$ cat config.mk
export PLATFORM = sky130hd
export DESIGN_NAME = agsp_scan_seq
export DESIGN_NICKNAME = d
export VERILOG_FILES = /design/src/inc/agsp_pkg.sv /design/src/inc/agsp_trig_if.sv /design/src/hw/agsp_scan_seq.sv /design/src/hw/agsp_trig_sel.sv
export SDC_FILE = /design/constraint.sdc
export NUM_CORES = 1
export LEC_CHECK = 0
export ABC_AREA = 1
export ABC_CLOCK_PERIOD_IN_PS = 7500
export BUFFER_PORTS_ARGS = -buffer_cell sky130_fd_sc_hd__clkbuf_2
export CAP_MARGIN = 5
export CORE_MARGIN = 2
export CORE_UTILIZATION = 51
export DETAILED_ROUTE_END_ITERATION = 16
export GPL_TIMING_DRIVEN = 0
export PLACE_DENSITY = 0.68
export REMOVE_ABC_BUFFERS = 1
export SLEW_MARGIN = 10
export SYNTH_ARGS = -nofsm -noshare
export SYNTH_HDL_FRONTEND = slang
export SYNTH_SLANG_ARGS = --single-unit
$ cat constraint.sdc
create_clock -name clk -period 7.5 [get_ports clk]
set_input_delay 0.75 -clock clk [delete_from_list [all_inputs] [get_ports clk]]
set_output_delay 0.75 -clock clk [all_outputs]
set_load 0.02 [all_outputs]
$ cat src/inc/agsp_pkg.sv
// constants and types shared by the group scan sequencer files
package agsp_pkg;

  // register byte offsets
  localparam logic [7:0] OFS_CONV_CTRL = 8'h00;
  localparam logic [7:0] OFS_START_TRIG = 8'h04;
  localparam logic [7:0] OFS_GRPC_TRIG = 8'h08;
  localparam logic [7:0] OFS_PRIO_CTRL = 8'h0C;
  localparam logic [7:0] OFS_SH_CTRL = 8'h10;
  localparam logic [7:0] OFS_CHSEL_A0 = 8'h14;
  localparam logic [7:0] OFS_CHSEL_A1 = 8'h18;
  localparam logic [7:0] OFS_CHSEL_B0 = 8'h1C;
  localparam logic [7:0] OFS_CHSEL_B1 = 8'h20;
  localparam logic [7:0] OFS_CHSEL_C0 = 8'h24;
  localparam logic [7:0] OFS_CHSEL_C1 = 8'h28;
  localparam logic [7:0] OFS_STATUS = 8'h2C;

  // field positions
  localparam int POS_SCAN_MODE = 0;
  localparam int POS_TRIG_A = 0;
  localparam int POS_TRIG_B = 8;
  localparam int POS_TRIG_C = 0;
  localparam int POS_GRPC_EN = 8;
  localparam int POS_PRIO_EN = 0;
  localparam int POS_LOW_RESTART = 1;
  localparam int POS_RESTART_CH = 2;
  localparam int POS_CONT_SCAN = 3;
  localparam int POS_SH_TIME = 0;
  localparam int POS_SH_BYPASS = 8;

  // values after reset
  localparam logic [1:0] RST_SCAN_MODE = 2'h0;
  localparam logic [5:0] RST_TRIG = 6'h3F;
  localparam logic [7:0] RST_SH_TIME = 8'h18;
  localparam logic [2:0] RST_SH_BYPASS = 3'h0;
  localparam logic [31:0] RST_CHSEL = 32'h0000_0000;

  // encodings and sizes
  localparam logic [1:0] MODE_GROUP_SCAN = 2'h1;
  localparam logic [5:0] TRIG_NONE = 6'h3F;
  localparam int NUM_SRC = 64;
  localparam int NUM_GRP = 3;
  localparam logic [1:0] GRP_A = 2'h0;
  localparam logic [1:0] GRP_B = 2'h1;
  localparam logic [1:0] GRP_C = 2'h2;
  localparam logic [4:0] DED_CH_FIRST = 5'h00;
  localparam logic [4:0] DED_CH_LAST = 5'h02;

  // scan sequencer states
  typedef enum logic [1:0] {ST_IDLE, ST_SAMPLE, ST_CONV} agsp_st_t;

endpackage

$ cat src/inc/agsp_trig_if.sv
// trigger selects and trigger pulses between sequencer and trigger selector
`timescale 1ns/1ps
interface agsp_trig_if;
  logic [2:0][5:0] sel;
  logic [2:0] pulse;
  modport seq (output sel, input pulse);
  modport sel_side (input sel, output pulse);
endinterface

$ cat src/hw/agsp_scan_seq.sv
// group scan sequencer with group priority control and dedicated sample-and-hold
//
// Summary of operation
// RULE1: enabled dedicated channels are sampled together, then each converted once from hold.
// RULE2: a 3-bit bypass field enables the sample-and-hold of each dedicated channel.
// RULE3: an 8-bit sampling time in the same register sets the sampling duration.
// RULE4: without priority control every trigger is ignored while any group scans.
// RULE5: with priority control a higher group trigger halts a lower scan and starts.
// RULE6: group C enable clear gives groups A and B; set gives A, B and C.
// RULE7: scan mode field value 01b selects group scan mode.
// RULE8: each group has its own two channel selects; its scan converts only those.
// RULE9: each group start trigger comes from its own 6-bit trigger select.
// RULE10: software gives each group a distinct synchronous trigger.
// RULE11: priority arbitration only while the priority enable bit is 1.
// RULE12: restart channel bit 1 resumes a halted scan at its first unconverted channel.
// RULE13: during A, B or C triggers are dropped, or remembered and run after A.
// RULE14: an A trigger halts B and starts A; B rescans afterwards if restart is set.
// RULE15: during B a C trigger is dropped, or run after B when restart is set.
// RULE16: an A or B trigger halts C; C resumes afterwards when restart is set.
// RULE17: a trigger for the group being scanned is always disregarded.
// RULE18: restart channel bit 0 resumes a halted scan from the group's first channel.
// RULE19: continuous bit 1 rescans the lowest group without triggers, resuming after halts.
// RULE20: each lower group keeps a pending flag and its next unconverted channel.
//
// Implementation choices: the register addresses and the strobed register port.
`timescale 1ns/1ps
module agsp_scan_seq (
  input wire logic clk,
  input wire logic rst,
  input wire logic [7:0] reg_addr,
  input wire logic [31:0] reg_wdata,
  input wire logic reg_wr,
  input wire logic reg_rd,
  output logic [31:0] reg_rdata,
  input wire logic [agsp_pkg::NUM_SRC-1:0] trig_src,
  output logic conv_req,
  output logic [4:0] conv_chan,
  output logic [1:0] conv_grp,
  output logic conv_from_hold,
  output logic conv_abort,
  input wire logic conv_done,
  output logic [2:0] sh_sample,
  output logic [2:0] sh_hold,
  output logic scan_busy,
  output logic scan_end
);
  import agsp_pkg::*;

  typedef struct packed {
    agsp_st_t st;
    logic [1:0] scan_mode;
    logic [2:0][5:0] trsel;
    logic group_c_enable;
    logic priority_control_enable;
    logic low_priority_restart;
    logic restart_channel_select;
    logic continuous_single_scan;
    logic [2:0] sh_bypass_select;
    logic [7:0] sh_sampling_time;
    logic [2:0][31:0] chsel;
    logic [1:0] grp;
    logic [4:0] chan;
    logic [7:0] cnt;
    logic [2:0] pend;
    logic [2:0] partial;
    logic [2:0][5:0] resume;
    logic [2:0] held;
    logic abort;
    logic done_pulse;
    logic [31:0] rdata;
  } agsp_core_t;

  agsp_core_t cur_ff;
  agsp_core_t nxt_st;
  agsp_trig_if trig_bus ();

  // lowest selected channel at or above from; bit 5 flags a hit
  function automatic logic [5:0] next_chan(input logic [31:0] sel, input logic [5:0] from);
    logic [5:0] r;
    r = 6'h00;
    for (int i = 31; i >= 0; i--)
    begin
      if (sel[i] && (6'(i) >= from))
      begin
        r = {1'b1, 5'(i)};
      end
    end
    return r;
  endfunction

  // dedicated channels at or above from that are selected with their circuit enabled
  function automatic logic [2:0] sh_mask(input logic [31:0] sel, input logic [2:0] byp,
                                         input logic [5:0] from);
    logic [2:0] m;
    m = 3'h0;
    for (int i = 0; i < 3; i++)
    begin
      m[i] = sel[i] && byp[i] && (6'(i) >= from);
    end
    return m;
  endfunction

  agsp_trig_sel u_trig_sel (
    .clk(clk),
    .rst(rst),
    .trig_src(trig_src),
    .trig(trig_bus)
  );

  // trigger selects go out to the selector
  assign trig_bus.sel = cur_ff.trsel; // [RULE9]

  ////////////////////////////////////////////////////////////////////////////////
  // next state
  always_comb
  begin
    logic group_mode;
    logic [1:0] lowest;
    logic [2:0] trig;
    logic [2:0] req;
    logic [2:0] higher;
    logic [2:0] lower;
    logic do_start;
    logic [1:0] s_grp;
    logic [5:0] from;
    logic [5:0] nc;
    logic [2:0] m;
    logic [1:0] g;
    group_mode = 1'b0;
    lowest = GRP_B;
    trig = 3'h0;
    req = 3'h0;
    higher = 3'h0;
    lower = 3'h0;
    do_start = 1'b0;
    s_grp = GRP_A;
    from = 6'h00;
    nc = 6'h00;
    m = 3'h0;
    g = cur_ff.grp;
    nxt_st = cur_ff;
    nxt_st.abort = 1'b0;
    nxt_st.done_pulse = 1'b0;
    nxt_st.rdata = 32'h0000_0000;

    group_mode = (cur_ff.scan_mode == MODE_GROUP_SCAN); // [RULE7]
    lowest = cur_ff.group_c_enable ? GRP_C : GRP_B; // [RULE6]
    trig = trig_bus.pulse & {cur_ff.group_c_enable, 2'b11} & {3{group_mode}}; // [RULE6]
    req = trig | cur_ff.pend;
    if (cur_ff.priority_control_enable && cur_ff.continuous_single_scan && group_mode)
    begin
      req[lowest] = 1'b1; // [RULE19]
    end

    unique case (cur_ff.st)
      ST_IDLE:
      begin
        if (req != 3'h0)
        begin
          do_start = 1'b1;
          s_grp = req[0] ? GRP_A : (req[1] ? GRP_B : GRP_C);
        end
      end
      ST_SAMPLE, ST_CONV:
      begin
        for (int i = 0; i < 3; i++)
        begin
          higher[i] = trig[i] && (2'(i) < g);
          lower[i] = trig[i] && (2'(i) > g); // own group trigger falls in neither [RULE17]
        end
        // lower group triggers are remembered only with restart set [RULE13] [RULE15]
        if (cur_ff.priority_control_enable && cur_ff.low_priority_restart)
        begin
          nxt_st.pend = nxt_st.pend | lower;
        end
        if (cur_ff.st == ST_SAMPLE)
        begin
          nxt_st.cnt = cur_ff.cnt - 8'h01;
          if (cur_ff.cnt <= 8'h01)
          begin
            nxt_st.st = ST_CONV; // [RULE3]
          end
        end
        else if (conv_done)
        begin
          nc = next_chan(cur_ff.chsel[g], 6'(cur_ff.chan) + 6'h01); // [RULE8]
          if (nc[5])
          begin
            nxt_st.chan = nc[4:0];
          end
          else
          begin
            nxt_st.st = ST_IDLE;
            nxt_st.pend[g] = 1'b0;
            nxt_st.partial[g] = 1'b0;
            nxt_st.held = 3'h0;
            nxt_st.done_pulse = 1'b1;
          end
        end
        // preemption only under priority control, otherwise all triggers ignored
        if (cur_ff.priority_control_enable && (higher != 3'h0)) // [RULE4] [RULE5] [RULE11]
        begin
          do_start = 1'b1; // [RULE14] [RULE16]
          s_grp = higher[0] ? GRP_A : GRP_B;
          nxt_st.abort = (cur_ff.st == ST_CONV) && !conv_done;
          // a scan whose last conversion ends in this cycle is complete, not halted
          if ((cur_ff.low_priority_restart || (cur_ff.continuous_single_scan && (g == lowest)))
              && !((cur_ff.st == ST_CONV) && conv_done && !nc[5]))
          begin
            // remember where the halted scan stood [RULE20]
            nxt_st.pend[g] = 1'b1;
            nxt_st.partial[g] = 1'b1;
            if (cur_ff.st == ST_CONV && conv_done)
            begin
              nxt_st.resume[g] = 6'(cur_ff.chan) + 6'h01;
            end
            else if (cur_ff.st == ST_CONV)
            begin
              nxt_st.resume[g] = 6'(cur_ff.chan);
            end
          end
          else
          begin
            nxt_st.pend[g] = 1'b0; // abandoned
            nxt_st.partial[g] = 1'b0;
          end
        end
      end
    endcase

    // start or resume a group scan
    if (do_start)
    begin
      if (cur_ff.restart_channel_select && nxt_st.partial[s_grp])
      begin
        from = nxt_st.resume[s_grp]; // [RULE12]
      end
      else
      begin
        from = 6'h00; // [RULE18]
      end
      nc = next_chan(cur_ff.chsel[s_grp], from); // [RULE8]
      m = sh_mask(cur_ff.chsel[s_grp], cur_ff.sh_bypass_select, from); // [RULE2]
      nxt_st.grp = s_grp;
      nxt_st.resume[s_grp] = from;
      if (!nc[5])
      begin
        // empty selection: the scan ends at once
        nxt_st.st = ST_IDLE;
        nxt_st.pend[s_grp] = 1'b0;
        nxt_st.partial[s_grp] = 1'b0;
        nxt_st.held = 3'h0;
        nxt_st.done_pulse = 1'b1;
      end
      else
      begin
        nxt_st.chan = nc[4:0];
        nxt_st.held = m;
        nxt_st.cnt = cur_ff.sh_sampling_time;
        nxt_st.st = (m != 3'h0) ? ST_SAMPLE : ST_CONV; // [RULE1]
      end
    end

    // register writes
    if (reg_wr)
    begin
      unique case (reg_addr)
        OFS_CONV_CTRL: nxt_st.scan_mode = reg_wdata[POS_SCAN_MODE +: 2]; // [RULE7]
        OFS_START_TRIG:
        begin
          nxt_st.trsel[0] = reg_wdata[POS_TRIG_A +: 6]; // [RULE9]
          nxt_st.trsel[1] = reg_wdata[POS_TRIG_B +: 6];
        end
        OFS_GRPC_TRIG:
        begin
          nxt_st.trsel[2] = reg_wdata[POS_TRIG_C +: 6];
          nxt_st.group_c_enable = reg_wdata[POS_GRPC_EN]; // [RULE6]
        end
        OFS_PRIO_CTRL:
        begin
          nxt_st.priority_control_enable = reg_wdata[POS_PRIO_EN]; // [RULE11]
          nxt_st.low_priority_restart = reg_wdata[POS_LOW_RESTART];
          nxt_st.restart_channel_select = reg_wdata[POS_RESTART_CH];
          nxt_st.continuous_single_scan = reg_wdata[POS_CONT_SCAN];
        end
        OFS_SH_CTRL:
        begin
          nxt_st.sh_sampling_time = reg_wdata[POS_SH_TIME +: 8]; // [RULE3]
          nxt_st.sh_bypass_select = reg_wdata[POS_SH_BYPASS +: 3]; // [RULE2]
        end
        OFS_CHSEL_A0: nxt_st.chsel[0][15:0] = reg_wdata[15:0]; // [RULE8]
        OFS_CHSEL_A1: nxt_st.chsel[0][31:16] = reg_wdata[15:0];
        OFS_CHSEL_B0: nxt_st.chsel[1][15:0] = reg_wdata[15:0];
        OFS_CHSEL_B1: nxt_st.chsel[1][31:16] = reg_wdata[15:0];
        OFS_CHSEL_C0: nxt_st.chsel[2][15:0] = reg_wdata[15:0];
        OFS_CHSEL_C1: nxt_st.chsel[2][31:16] = reg_wdata[15:0];
        default: ;
      endcase
    end

    // register reads, data valid in the following cycle only
    if (reg_rd)
    begin
      unique case (reg_addr)
        OFS_CONV_CTRL: nxt_st.rdata = {30'h0000_0000, cur_ff.scan_mode};
        OFS_START_TRIG: nxt_st.rdata = {18'h0_0000, cur_ff.trsel[1], 2'h0, cur_ff.trsel[0]};
        OFS_GRPC_TRIG: nxt_st.rdata = {23'h00_0000, cur_ff.group_c_enable, 2'h0, cur_ff.trsel[2]};
        OFS_PRIO_CTRL:
          nxt_st.rdata = {28'h000_0000, cur_ff.continuous_single_scan, cur_ff.restart_channel_select, cur_ff.low_priority_restart, cur_ff.priority_control_enable};
        OFS_SH_CTRL: nxt_st.rdata = {21'h00_0000, cur_ff.sh_bypass_select, cur_ff.sh_sampling_time};
        OFS_CHSEL_A0: nxt_st.rdata = {16'h0000, cur_ff.chsel[0][15:0]};
        OFS_CHSEL_A1: nxt_st.rdata = {16'h0000, cur_ff.chsel[0][31:16]};
        OFS_CHSEL_B0: nxt_st.rdata = {16'h0000, cur_ff.chsel[1][15:0]};
        OFS_CHSEL_B1: nxt_st.rdata = {16'h0000, cur_ff.chsel[1][31:16]};
        OFS_CHSEL_C0: nxt_st.rdata = {16'h0000, cur_ff.chsel[2][15:0]};
        OFS_CHSEL_C1: nxt_st.rdata = {16'h0000, cur_ff.chsel[2][31:16]};
        OFS_STATUS:
          nxt_st.rdata = {18'h0_0000, cur_ff.partial, cur_ff.pend, cur_ff.chan,
                          cur_ff.grp, cur_ff.st != ST_IDLE};
        default: nxt_st.rdata = 32'h0000_0000;
      endcase
    end
  end

  ////////////////////////////////////////////////////////////////////////////////
  // state register
  always_ff @(posedge clk or posedge rst)
  begin
    if (rst)
    begin
      cur_ff <= '0;
      cur_ff.st <= ST_IDLE;
      cur_ff.scan_mode <= RST_SCAN_MODE;
      cur_ff.trsel <= {RST_TRIG, RST_TRIG, RST_TRIG};
      cur_ff.sh_sampling_time <= RST_SH_TIME;
      cur_ff.sh_bypass_select <= RST_SH_BYPASS;
      cur_ff.chsel <= {RST_CHSEL, RST_CHSEL, RST_CHSEL};
    end
    else
    begin
      cur_ff <= nxt_st;
    end
  end

  ////////////////////////////////////////////////////////////////////////////////
  // outputs
  assign reg_rdata = cur_ff.rdata;
  assign conv_req = (cur_ff.st == ST_CONV);
  assign conv_chan = cur_ff.chan;
  assign conv_grp = cur_ff.grp;
  // held channels are converted from the hold value exactly once [RULE1]
  assign conv_from_hold = ((cur_ff.chan - DED_CH_FIRST) <= (DED_CH_LAST - DED_CH_FIRST))
                          && cur_ff.held[2'(cur_ff.chan - DED_CH_FIRST)];
  assign conv_abort = cur_ff.abort;
  assign sh_sample = (cur_ff.st == ST_SAMPLE) ? cur_ff.held : 3'h0;
  assign sh_hold = (cur_ff.st == ST_CONV) ? cur_ff.held : 3'h0;
  assign scan_busy = (cur_ff.st != ST_IDLE);
  assign scan_end = cur_ff.done_pulse;
endmodule

$ cat src/hw/agsp_trig_sel.sv
// per-group start trigger selection and rising edge detection
`timescale 1ns/1ps
module agsp_trig_sel (
  input wire logic clk,
  input wire logic rst,
  input wire logic [agsp_pkg::NUM_SRC-1:0] trig_src,
  agsp_trig_if.sel_side trig
);
  import agsp_pkg::*;

  typedef struct packed {
    logic [2:0] prev;
    logic [2:0] pulse;
  } agsp_tsel_t;

  agsp_tsel_t cur_ff;
  agsp_tsel_t nxt_st;
  logic [2:0] level;

  // pick the selected source of each group; the deselect code gives no source
  for (genvar g = 0; g < NUM_GRP; g++)
  begin : g_mux
    assign level[g] = (trig.sel[g] != TRIG_NONE) && trig_src[trig.sel[g]];
  end

  // one pulse per rising edge of the chosen source
  always_comb
  begin
    nxt_st = cur_ff;
    nxt_st.prev = level;
    nxt_st.pulse = level & ~cur_ff.prev;
  end

  // state register
  always_ff @(posedge clk or posedge rst)
  begin
    if (rst)
    begin
      cur_ff <= '0;
    end
    else
    begin
      cur_ff <= nxt_st;
    end
  end

  assign trig.pulse = cur_ff.pulse;
endmodule

==> flow_summary.json <==
{
  "ys_ff_latch": 200,
  "cp.depth": 34,
  "clockBufferDepth": 2,
  "critical_path.endpoint": "conv_chan[1]",
  "final.period_utilization": 0.9649,
  "row_count": 62,
  "hpwl_mm": 42.58,
  "chipHeight_um": 173.4,
  "clock_latency_ns": 0.47,
  "yosysWarningCount": 0,
  "design.core.area_sq_mm": 0.02847,
  "p_int_mw": 2.233,
  "ant_nets": 0,
  "period_minus_slack_ns": 7.237,
  "finalNetCount": 2311,
  "hold_buffers": 0,
  "slew_headroom": 0.1406,
  "synthFlopType": "dfrtp_1",
  "p_sw_mw": 2.146,
  "crit_path_max_fanout": 30,
  "postSynthAreaPerCell_sq_um": 6.745,
  "reg2reg_from": "conv_grp[1]",
  "crit_path_start": "conv_grp[1]",
  "clk_pin_slew_ns": 0.09,
  "seqPwrFrac": 0.310,
  "worstSetupStartpointType": "flip-flop",
  "cpMostUsedCell": "nand2_1",
  "grt_pass1_wl_mm": 87.92,
  "slowest_stage": "dfrtp_1",
  "wl_per_cell_um": 22.34,
  "vias": 15878,
  "reg2reg_depth": 34,
  "status": "finished clean",
  "crit_type": "reg2reg",
  "cts_tree": "done",
  "fin_ws_ns": 0.2633,
  "die_x_um": 173.4,
  "ir_worst_vdd_uv": 169.8,
  "ys_seq_area_frac": 0.3438,
  "drtIter0Drc": 2280,
  "grt_pass1_vias": 14660,
  "critical_path_arrival_ns": 7.63,
  "design_area_sq_mm": 0.01582,
  "place.gp.congestion": 1.032,
  "setup-violations-final": 0,
  "max_freq_ghz": 0.1382,
  "power_mw": 4.379,
  "avgViaCountPerCell": 6.123,
  "grt_setup_unrepaired": "false",
  "reg2reg_to": "conv_chan[1]",
  "cts.sinks": 200,
  "grt_max_degree": 102,
  "synth_area_sq_mm": 0.01463,
  "fill_cells": 2867,
  "hold_violations": 0,
  "critPathBufInv": 4,
  "synth_cell_types": 61,
  "multi_input_area_sq_mm": 0.007881,
  "initial_utilization": 0.5139,
  "fin_worst_skew_ns": 0.01990,
  "worst_pin_slew_ns": 1.284,
  "h-tree-depth": 4,
  "cts_root_buf": "clkbuf_16",
  "overflow": 0,
  "cts_made_buffers": 17,
  "final_util": 0.5556,
  "holdCritPathClass": "reg2reg",
  "report.final.slew_viol_count": 0,
  "swShare": 0.4901,
  "combPwrFrac": 0.472,
  "critPathMaxStageDelay_ns": 0.75,
  "leakagePower_nw": 7.140,
  "postPlaceCellArea_sq_mm": 0.01520,
  "syn_inst": 2169,
  "power_density_mw_per_mm2": 276.8,
  "antenna_found_initial": 4,
  "pin_count": 159,
  "dr.pass1.iters": 7,
  "rrSetupSlack_ns": 0.26,
  "synth-edff-count": 0,
  "area_growth_pct": 8.116,
  "drc": 0,
  "area.sequential_sq_mm": 0.005030,
  "cp_top_family": "simple AND/OR/NAND/NOR gates",
  "die-area_sq_mm": 0.03006,
  "cap_viol_max_count": 0,
  "clkPwrFrac": 0.218,
  "drive_gt1_frac": 0.1337,
  "cp.required_ns": 7.89,
  "gr-usage-all-layers": 0.3825,
  "synthArstFlopShare": 1.000,
  "io_buffer_count": 126,
  "wirelength_mm": 57.94,
  "worst_setup_path_end_kind": "flip-flop",
  "dpl_worst_slack_ns": 0.4509
}
## worst reg2reg max path, delay by kind of cell (launching register included)
| family | cells | cell delay (ns) |
|---|---|---|
| compound gates | 8 | 1.95 |
| simple gates | 22 | 3.14 |
| buf+inv | 4 | 1.31 |
| flops | 1 | 0.75 |
## power by group through the flow
stage	registers [mW]	logic (mW)	clock network, mW
after global routing	1.37	2.24	0.999
final	1.36	2.06	0.956
after global placement	1.37	1.97	0
after detailed placement	1.37	2.00	0
after floorplan	1.34	1.33	0
after CTS	1.35	2.01	0.960
## worst min path at each step
stage / start / endpoint / slack (ns) / cells past startpoint
finish: u_trig_sel.cur_ff[3] / u_trig_sel.trig.pulse[0] / 0.37 / 1
CTS: u_trig_sel.cur_ff[3] / u_trig_sel.trig.pulse[0] / 0.38 / 1
global placement: u_trig_sel.cur_ff[3] / u_trig_sel.trig.pulse[0] / 0.38 / 1
floorplan: u_trig_sel.cur_ff[3] / u_trig_sel.trig.pulse[0] / 0.38 / 1
global route: u_trig_sel.cur_ff[3] / u_trig_sel.trig.pulse[0] / 0.39 / 1
detailed placement: u_trig_sel.cur_ff[3] / u_trig_sel.trig.pulse[0] / 0.38 / 1
## synthesized netlist by cell type (27+ instances only)
master / count / area (sq um)
nand2_1: 501 / 1881
o21ai_0: 315 / 1577
inv_1: 256 / 960.9
dfrtp_1: 180 / 4504
nor2_1: 161 / 604.3
a21oi_1: 133 / 665.6
nand3_1: 85 / 425.4
clkbuf_1: 78 / 292.8
o22ai_1: 48 / 300.3
buf_4: 43 / 322.8
o211ai_1: 38 / 285.3
a221oi_1: 27 / 236.5
## final cells by class
cell class	instances	share of cell area
Antenna cell	2	0.0003164
Clock buffer	19	0.02863
Clock inverter	13	0.009413
Inverter	287	0.07000
Multi-Input combinational cell	1556	0.4983
Sequential cell	200	0.3180
Tap cell	384	0.03037
Timing Repair Buffer	131	0.04469
Timing Repair inverter	1	0.0003164
## logic make-up (layout without fill, tap and decap cells)
| family | Yosys count | in the layout | share of synthesized area |
|---|---|---|---|
| other cells | 1 | 18 | 0.0002563 |
| compound gates | 673 | 673 | 0.2655 |
| flops | 200 | 200 | 0.3438 |
| buf+inv | 428 | 451 | 0.1237 |
| xor+xnor | 6 | 6 | 0.003593 |
| mux | 1 | 1 | 0.0007696 |
| fa+ha+maj | 8 | 8 | 0.006842 |
| simple gates | 852 | 852 | 0.2556 |
## through the flow
step | setup TNS (ns) | std cells | hold WS, ns
2_1_floorplan | 0 | 2043 | 0.3777
3_3_place_gp | -177.54 | 2553 | 0.3817
3_5_place_dp | 0 | 2558 | 0.3818
4_1_cts | 0 | 2590 | 0.3781
5_1_grt | 0 | 2591 | 0.3921
6_report | 0 | 2593 | 0.3719
## layout by cell type (no fill, tap or decap), types with 17 or more instances in the layout
master,synthesis,layout
clkbuf_2,0,126
o211ai_1,38,38
nand3_1,85,85
a21oi_1,133,133
a31oi_1,23,23
inv_2,19,19
nand2_2,23,25
nor2_2,11,17
dfrtp_1,180,180
nor2_1,161,154
nor3_1,21,21
o22ai_1,48,48
nand2_1,501,499
dfstp_2,20,20
o21ai_1,22,22
a221oi_1,27,27
clkbuf_16,0,17
o21ai_0,315,315
inv_1,256,254
o221ai_1,22,22
## state kept, by name, indices dropped and copies added (netlist names)
name,cells
reg_rdata,16
scan_end,1
u_trig_sel.trig.pulse,3
cur_ff,169
conv_abort,1
conv_chan,5
conv_grp,2
u_trig_sel.cur_ff,3
## layer usage
metal | GRT usage | up-vias | wire, um
met5 | 0 | - | 26
met4 | 0.1497 | 4 | 2367
met3 | 0.08640 | 180 | 6327
met2 | 0.5913 | 1011 | 25550
met1 | 0.5227 | 7403 | 23670
li1 | - | 7280 | -
## what timing repair did
action                     CTS  global route
buffers inserted             0             0
setup endpoints to repair    0             4
resized for setup            0             2
(Power assumes the default switching activity.)
